[config.mk]
export PLATFORM = sky130hd
export DESIGN_NAME = regulator_and_reset_control
export DESIGN_NICKNAME = d
export VERILOG_FILES = /design/src/verilog/regulator_and_reset_control.v
export VERILOG_INCLUDE_DIRS = /design/src /design/src/verilog
export SDC_FILE = /design/constraint.sdc
export NUM_CORES = 1
export LEC_CHECK = 0
export ABC_AREA = 1
export BUFFER_PORTS_ARGS = -buffer_cell sky130_fd_sc_hd__buf_2
export CAP_MARGIN = 20
export CELL_PAD_IN_SITES_DETAIL_PLACEMENT = 0
export CELL_PAD_IN_SITES_GLOBAL_PLACEMENT = 1
export CORE_MARGIN = 5
export CORE_UTILIZATION = 42
export DETAILED_ROUTE_END_ITERATION = 6
export PLACE_DENSITY_LB_ADDON = 0.1
export SYNTH_ARGS = -nofsm -noshare
export SYNTH_HDL_FRONTEND = slang
export SYNTH_SLANG_ARGS = --single-unit
export TNS_END_PERCENT = 50
[constraint.sdc]
create_clock -name mclk_in -period 1.8 [get_ports mclk_in]
set_input_delay 0.09 -clock mclk_in [delete_from_list [all_inputs] [get_ports mclk_in]]
set_output_delay 0.09 -clock mclk_in [all_outputs]
set_load 0.05 [all_outputs]
[src/verilog/power_seq_regs.vh]
// Constants for the regulator and reset sequencer
// ==========================================================
// Operation
// RULE1: Regulators are enabled when either power request is high.
// RULE2: A high wireless request releases the wireless section from reset.
// RULE3: A low wireless request holds the wireless section in reset.
// RULE4: With both requests low the regulators are disabled.
// RULE5: A low application request holds the application CPU in reset.
// RULE6: The host waits at least 10 ms with both requests low before raising one.
// RULE7: After power-on the device holds itself in reset at most 110 ms.
// RULE8: The host may stretch any sequencing interval beyond its minimum.
// RULE9: Both request pins pass a two-stage synchroniser before use.
// ==========================================================
`ifndef POWER_SEQ_REGS_VH
`define POWER_SEQ_REGS_VH

// Hold and off times in cycles of the 50 MHz clock
// Power-on hold, 110 ms
`define POR_HOLD_CYCLES 23'h53ec60
// Least off time, 10 ms
`define DISCHARGE_CYCLES 23'h07a120

// Counter width and steps
`define CNT_W 23
`define CNT_ZERO 23'h0
`define CNT_STEP 23'h1

// Request positions and synchroniser stages
`define NUM_REQ 2
`define REQ_WLAN 0
`define REQ_APPS 1
`define SYNC_FIRST 0
`define SYNC_LAST 1

// Reset levels
`define SYNC_RST 2'h0
`define SEC_RESET_ON 1'h1
`define DEV_RESET_ON 1'h1
`define REG_ENABLE_RST 1'h0
`define DONE_RST 1'h0

// Sequencer states
`define ST_POR 2'h0
`define ST_RUN 2'h1

`endif

[src/verilog/regulator_and_reset_control.v]
// Power request decoder with power-on reset hold
`timescale 1ns/1ps
`include "power_seq_regs.vh"

module regulator_and_reset_control #(
   parameter [22:0] POR_HOLD_CYCLES = `POR_HOLD_CYCLES,
   parameter [22:0] DISCHARGE_CYCLES = `DISCHARGE_CYCLES
) (
   // Clock and reset
   input wire mclk_in,
   input wire rst_in,
   // Power request pins
   input wire wlan_power_request_in,
   input wire apps_power_request_in,
   // Regulator and section controls
   output reg regulator_enable_out,
   output reg wlan_reset_out,
   output reg apps_reset_out,
   output reg device_reset_out,
   // Off-time spacing status
   output reg discharge_done_out
);

   // ==========================================================
   // Local constants

   // Sequencer states
   localparam ST_POR = `ST_POR;
   localparam ST_RUN = `ST_RUN;

   // Request positions and synchroniser stages
   localparam NUM_REQ = `NUM_REQ;
   localparam REQ_WLAN = `REQ_WLAN;
   localparam REQ_APPS = `REQ_APPS;
   localparam SYNC_FIRST = `SYNC_FIRST;
   localparam SYNC_LAST = `SYNC_LAST;

   // ==========================================================
   // Section reset decode
   // A section leaves reset only with its request and the hold over
   function section_reset;
      input request;
      input released;
      begin
         section_reset = ~(request & released);
      end
   endfunction

   // ==========================================================
   // Request synchronisers
   wire [NUM_REQ-1:0] req_pin;
   wire [NUM_REQ-1:0] req_sync;
   wire wlan_req;
   wire apps_req;

   assign req_pin[REQ_WLAN] = wlan_power_request_in;
   assign req_pin[REQ_APPS] = apps_power_request_in;

   genvar gi;
   generate
      for (gi = 0; gi < NUM_REQ; gi = gi + 1) begin : g_sync
         reg [1:0] sync_reg;

         // RULE9: two-stage synchroniser
         always @(posedge mclk_in or posedge rst_in) begin
            if (rst_in) begin
               sync_reg <= `SYNC_RST;
            end else begin
               sync_reg <= {sync_reg[SYNC_FIRST], req_pin[gi]};
            end
         end

         // Only the second stage is read
         assign req_sync[gi] = sync_reg[SYNC_LAST];
      end
   endgenerate

   assign wlan_req = req_sync[REQ_WLAN];
   assign apps_req = req_sync[REQ_APPS];

   // ==========================================================
   // Power-on hold
   reg [1:0] state_reg;
   reg [1:0] state_next;
   reg [`CNT_W-1:0] por_cnt_reg;
   reg [`CNT_W-1:0] por_cnt_next;
   wire por_last;
   wire released_next;

   assign por_last = (por_cnt_reg >= POR_HOLD_CYCLES - `CNT_STEP);

   always @* begin
      state_next = state_reg;
      por_cnt_next = por_cnt_reg;
      case (state_reg)
         ST_POR: begin
            // RULE7: bounded reset hold
            if (por_last) begin
               state_next = ST_RUN;
            end else begin
               por_cnt_next = por_cnt_reg + `CNT_STEP;
            end
         end
         ST_RUN: begin
            state_next = ST_RUN;
         end
         default: begin
            state_next = ST_POR;
            por_cnt_next = `CNT_ZERO;
         end
      endcase
   end

   always @(posedge mclk_in or posedge rst_in) begin
      if (rst_in) begin
         state_reg <= ST_POR;
         por_cnt_reg <= `CNT_ZERO;
      end else begin
         state_reg <= state_next;
         por_cnt_reg <= por_cnt_next;
      end
   end

   // Outputs use the next state, keeping the hold inside its limit
   assign released_next = (state_next == ST_RUN);

   // ==========================================================
   // Off-time counter
   reg [`CNT_W-1:0] off_cnt_reg;
   reg [`CNT_W-1:0] off_cnt_next;
   wire any_req;
   wire off_full_next;

   assign any_req = wlan_req | apps_req;

   // Saturates at the limit while both requests stay low
   always @* begin
      off_cnt_next = off_cnt_reg;
      if (any_req) begin
         off_cnt_next = `CNT_ZERO;
      end else if (off_cnt_reg < DISCHARGE_CYCLES) begin
         off_cnt_next = off_cnt_reg + `CNT_STEP;
      end
   end

   always @(posedge mclk_in or posedge rst_in) begin
      if (rst_in) begin
         off_cnt_reg <= `CNT_ZERO;
      end else begin
         off_cnt_reg <= off_cnt_next;
      end
   end

   // Status only; spacing the requests is up to the host
   assign off_full_next = (off_cnt_next >= DISCHARGE_CYCLES);

   // ==========================================================
   // Next output values
   wire reg_enable_next;
   wire wlan_reset_next;
   wire apps_reset_next;
   wire device_reset_next;

   // Both section resets share one decode
   assign reg_enable_next = any_req;
   assign wlan_reset_next = section_reset(wlan_req, released_next);
   assign apps_reset_next = section_reset(apps_req, released_next);
   assign device_reset_next = ~released_next;

   // ==========================================================
   // Regulator enable
   // RULE1: OR of requests
   // RULE4: both low disables
   always @(posedge mclk_in or posedge rst_in) begin
      if (rst_in) begin
         regulator_enable_out <= `REG_ENABLE_RST;
      end else begin
         regulator_enable_out <= reg_enable_next;
      end
   end

   // ==========================================================
   // Wireless section reset
   // RULE2: release on request
   // RULE3: hold while low
   always @(posedge mclk_in or posedge rst_in) begin
      if (rst_in) begin
         wlan_reset_out <= `SEC_RESET_ON;
      end else begin
         wlan_reset_out <= wlan_reset_next;
      end
   end

   // ==========================================================
   // Application section reset
   // RULE5: held while low
   always @(posedge mclk_in or posedge rst_in) begin
      if (rst_in) begin
         apps_reset_out <= `SEC_RESET_ON;
      end else begin
         apps_reset_out <= apps_reset_next;
      end
   end

   // ==========================================================
   // Device power-on reset
   // RULE7: hold then release
   always @(posedge mclk_in or posedge rst_in) begin
      if (rst_in) begin
         device_reset_out <= `DEV_RESET_ON;
      end else begin
         device_reset_out <= device_reset_next;
      end
   end

   // ==========================================================
   // Off-time status
   // RULE6: spacing observed
   always @(posedge mclk_in or posedge rst_in) begin
      if (rst_in) begin
         discharge_done_out <= `DONE_RST;
      end else begin
         discharge_done_out <= off_full_next;
      end
   end

endmodule // regulator_and_reset_control

Word-level counts from Yosys, hierarchy flattened
Cells that the tools add are included.

word-level totals
  register bits after elaboration = 57
  input port bits = 4
  output and inout port bits = 5
  word-level logic and storage cells = 33

cells by class
  $add $sub $neg = 2
  order comparisons = 3
  eq/ne operators = 3
  multiplexer cells = 6
  bitwise logic cells = 7
  reductions and logical operators = 2

operators with widths
  kind                   number
  $mux 23                3
  $add 23x1->23 const B  2
  $pmux 23 s2            1
  $ge 23x19->1 const B   1
  $ge 23x23->1 const B   1
  $lt 23x19->1 const B   1
  $eq 2x1->1 const B     2
  $not 1->1              4
  $pmux 2 s2             1
  $and 1x1->1            2
  $logic_not 2->1        1
  $mux 2                 1
  $ne 2x2->1 const B     1
  $reduce_and 2->1       1
  $or 1x1->1             1

Longest topological paths before layout
  depth after elaboration = 6
  mapped depth = 16
  mapped depth without buffers = 16

Worst setup path before layout
Ideal clock, no wire load.

  path type = flip-flop to flip-flop
  from = reg off_cnt_reg[0]
  to = reg discharge_done_out
  library setup time = 0.124 ns
  arrival = 1.672 ns
  data required time = 1.676 ns
  slack = 0.004 ns
  cell stages (with the launch flop) = 14
  buffers on the path = 0
  clock period less this slack = 1.796 ns
  cell sequence = dfrtp_1 ha_1 inv_1 nor2_1 nand2_1 nor2_1 xor2_1 nand2_1 nand3_1 nor2_1 nand2_1 nor2_2 nand3_1 nand3_1

on the way
  cells in the longest elaborated chain, start to end = 4
  elaborated cells between the ends (all ways) = 5
  classes of those cells = 1 x add/sub; 2 x order compare; 2 x mux

RTL lines
  item                                                            line                               text
  from (decl)                                                     regulator_and_reset_control.v:129  reg [`CNT_W-1:0] off_cnt_reg;
  from (signal assigned)                                          regulator_and_reset_control.v:148  off_cnt_reg <= `CNT_ZERO;
  from (signal assigned)                                          regulator_and_reset_control.v:150  off_cnt_reg <= off_cnt_next;
  $add 23x1->23 (no line) / $lt 23x19->1 (equally long branches)  n/a
  $mux 23 (*)                                                     regulator_and_reset_control.v:141  end else if (off_cnt_reg < DISCHARGE_CYCLES) begin
  $mux 23 (*)                                                     regulator_and_reset_control.v:139  if (any_req) begin
  $ge 23x19->1 (*)                                                regulator_and_reset_control.v:155  assign off_full_next = (off_cnt_next >= DISCHARGE_CYCLES);
  net off_full_next                                               regulator_and_reset_control.v:132  wire off_full_next;
  to (signal assigned)                                            regulator_and_reset_control.v:221  discharge_done_out <= `DONE_RST;
  to (signal assigned)                                            regulator_and_reset_control.v:223  discharge_done_out <= off_full_next;
  to (decl)                                                       regulator_and_reset_control.v:21   output reg discharge_done_out

Mark *: on every way through the listed nets, which the timed path passes. The rest lies on a longest branch.
A chain may end at the register's enable or synchronous reset.

Worst setup path in the final report
  from = reg off_cnt_reg[10]
  to = reg discharge_done_out

on the way
  cells in the longest elaborated chain, start to end = 4
  elaborated cells between the ends (all ways) = 5
  classes of those cells = 1 x add/sub; 2 x order compare; 2 x mux

RTL lines
  item                 line                               text
  $lt 23x19->1         regulator_and_reset_control.v:141
  $mux 23              regulator_and_reset_control.v:141
  $mux 23              regulator_and_reset_control.v:139
  net off_cnt_next[7]  regulator_and_reset_control.v:130  reg [`CNT_W-1:0] off_cnt_next;
  $ge 23x19->1         regulator_and_reset_control.v:155
  net off_full_next    regulator_and_reset_control.v:132

The timed path passes the listed nets, and every way through them passes these cells.

==> flow_summary.ini <==
[status]
status = complete, but fails checks
violations = negative setup slack

[route]
drc_errors = 0
first_iter_violations = 98
vias_per_cell = 4.90
wl_per_cell_um = 14.1
drtPass1Iterations = 4
routed-via-count = 3585
ant_nets = 0
drt_wl_total_um = 10300

[flow_run]
maxCapViolations = 0

[power_and_ir_drop]
ir_worst_vdd_uv = 378
leakage_nw = 2.38
power_mw = 2.65
powerDensity_mw_per_mm2 = 520

[timing]
min_period_ns = 1.86
clock-skew-final_ns = 0.0118
relSlewSlack = 0.615
setup_viol = 4
rsz0062_at_grt = true
hold_viol = 0
whs_ns = 0.341
fmax_ghz = 0.537
tightest_slew_ns = 0.577
finalCritPeriodShare = 1.03
fin_ws_ns = -0.0624
drv_slew = 0

[global_route]
grt_use_total = 0.202
grt-ovfl-total = 0
grt_first_pass_wirelength_um = 16500
grt_max_degree = 58
grt_pass1_vias = 3513
grt_antenna_before_repair = 0

[clock_network]
cts_sinks = 57
clkLatencyLatePin_ns = 0.34
h-tree-depth = 3
clockRootBuffer = clkbuf_8
numCtsBuffers = 9
cts_tree = built
clk_pin_slew_ns = 0.08
cts_buffer_depth = 2

[yosys]
synth_cells = 506
ys_seq_area_frac = 0.394
ys_ff_latch = 57
syn-num-nets = 512
synth_edf_count = 0
ys_warn_count = 0
ys.flop_type = dfrtp_1
synthesis.area_per_instance_um2 = 7.17
yosysUniqueCellTypes = 41
async_reset_ff_frac = 1.00
syn_area_mm2 = 0.00363

[placed_design]
placed_area_mm2 = 0.00439
port-buffer-count = 8
place_ws_ns = -0.180
dpl.hpwl_um = 7210
place_congestion = 0.834

[floorplanning]
boundaryPins = 9
core-area_mm2 = 0.00855
die_h_um = 103
initial_utilization = 0.424
die_area_mm2 = 0.0106
die_w_um = 103
rows = 34

[layout]
fin_area_mm2 = 0.00509
nets = 625
syn2layout_area_growth_pct = 40.3
diodes = 0
drive_gt1_frac = 0.391
fin_util = 0.595

[setup_path]
end_kind = flop
cp_data_required_time_ns = 2.08
critPathKind = flop to flop
cp-start-kind = flop
worst-path-max-fanout = 6
arrival_ns = 2.14

[worst_hold_path]
min_path_type = input port to asynchronous set/reset pin
-- final cells by class --
class	count	area [um2]
inverters	51	199
clock inverters	5	56.3
well taps	108	135
clock buffers	11	141
multi-input cells	387	2200
repair buffers	113	917
fillers	771	3460
flip-flops and latches	57	1440
-- power breakdown --
group / total (mW) / switching (mW) / internal (mW)
clock network: 1.23 / 0.552 / 0.675
registers: 1.30 / 0.00810 / 1.29
logic: 0.117 / 0.0819 / 0.0347
total: 2.65 / 0.642 / 2.00
-- layer usage --
metal | part of all wire | vias up | track usage
met5 | 0 | - | 0
met4 | 0.028 | 0 | 0.0767
met3 | 0.021 | 26 | 0.0399
met2 | 0.53 | 44 | 0.367
met1 | 0.42 | 1682 | 0.232
li1 | - | 1833 | -
-- synth_stat cells, types with 2 or more instances --
| library cell | number | area share |
|---|---|---|
| nor3_1 | 11 | 0.015 |
| inv_2 | 3 | 0.0031 |
| clkbuf_1 | 3 | 0.0031 |
| xnor2_1 | 4 | 0.0097 |
| a21o_2 | 2 | 0.0048 |
| buf_6 | 2 | 0.0062 |
| o21bai_1 | 2 | 0.0041 |
| nand3b_1 | 3 | 0.0062 |
| inv_1 | 46 | 0.048 |
| ha_1 | 2 | 0.0069 |
| nor4_1 | 5 | 0.0086 |
| xor2_1 | 20 | 0.048 |
| buf_2 | 4 | 0.0055 |
| and3_1 | 2 | 0.0034 |
| a21oi_1 | 6 | 0.0083 |
| nand2_1 | 153 | 0.16 |
| dfstp_2 | 3 | 0.022 |
| nor3b_1 | 2 | 0.0041 |
| nand3_2 | 3 | 0.0083 |
| nand2_2 | 8 | 0.014 |
| dfrtp_1 | 54 | 0.37 |
| o21ai_0 | 13 | 0.018 |
| nor2_4 | 3 | 0.0093 |
| nor2_2 | 6 | 0.010 |
| nand4_1 | 12 | 0.021 |
| nor2_1 | 71 | 0.073 |
| o21ai_1 | 4 | 0.0055 |
| nand3_1 | 46 | 0.063 |
-- cells in the final DEF, fill, tap and decap left out, types with 4 or more instances in the layout --
cell type / count
inv_2: 7
nor3_1: 10
buf_2: 8
xnor2_1: 4
o21ai_0: 4
nor2_1: 54
nand2_2: 38
nor2_4: 7
a21oi_1: 5
buf_4: 92
o21ai_1: 8
clkbuf_8: 10
inv_1: 41
o21ai_2: 5
nand3_1: 33
dfrtp_1: 47
nand2_1: 121
dfrtp_2: 7
xor2_1: 20
nor2_2: 19
nand4_1: 12
nand3_2: 15
buf_6: 5
-- timing repair --
item                       4_1_cts  5_1_grt
hold buffers                     3        0
setup endpoints to repair        8       38
pin swaps                       18       28
resized for setup               31       79
cloned                           0        1
setup buffers                    9       10
hold endpoints to repair        56        0
-- per-stage QoR --
step	setup TNS (ns)	instances
after global routing	-2.36	732
after floorplan	0	506
after CTS	-0.0972	722
after detailed placement	-0.187	694
final	-0.0956	732
after global placement	-0.171	694
-- worst max-delay path, stage by stage, from the launching register on --
cell and delay, ns:
dfrtp_2 0.47, inv_2 0.09, nand2_2 0.07, nor2_4 0.10, nand2_2 0.07, nor2_4 0.14, nor2_8 0.06, nand2_8 0.10
buf_6 0.11, nand2_2 0.06, a21oi_4 0.17, nand2_1 0.07, nand2_1 0.07, nand2_1 0.05, nand2_1 0.05, nand2_1 0.05
nand3_1 0.07
-- kinds of logic after synthesis --
| family | count (synthesis) | share of synthesized area |
|---|---|---|
| xor gates and xnor gates | 24 | 0.0580 |
| AOI/OAI and AO/OA | 31 | 0.0507 |
| other | 1 | 0.00103 |
| DFF | 57 | 0.394 |
| buffers and inverters | 62 | 0.0752 |
| and+or+nand+nor | 329 | 0.414 |
| adders and majority gates | 2 | 0.00690 |
-- path summary, 6_finish.rpt --
kind,startpoint,to,slack (ns),cells after the start
max reg2reg,off_cnt_reg[10],discharge_done_out,-0.06,16
min in group mclk_in,g_sync[1].sync_reg[0],g_sync[1].sync_reg[1],0.35,0
min,rst_in,state_reg[1],0.34,4
max,off_cnt_reg[10],discharge_done_out,-0.06,16
max in group asynchronous,rst_in,wlan_reset_out,1.14,4
min reg2reg,g_sync[1].sync_reg[0],g_sync[1].sync_reg[1],0.35,0
Note: power is estimated with default switching activity, not from simulation.
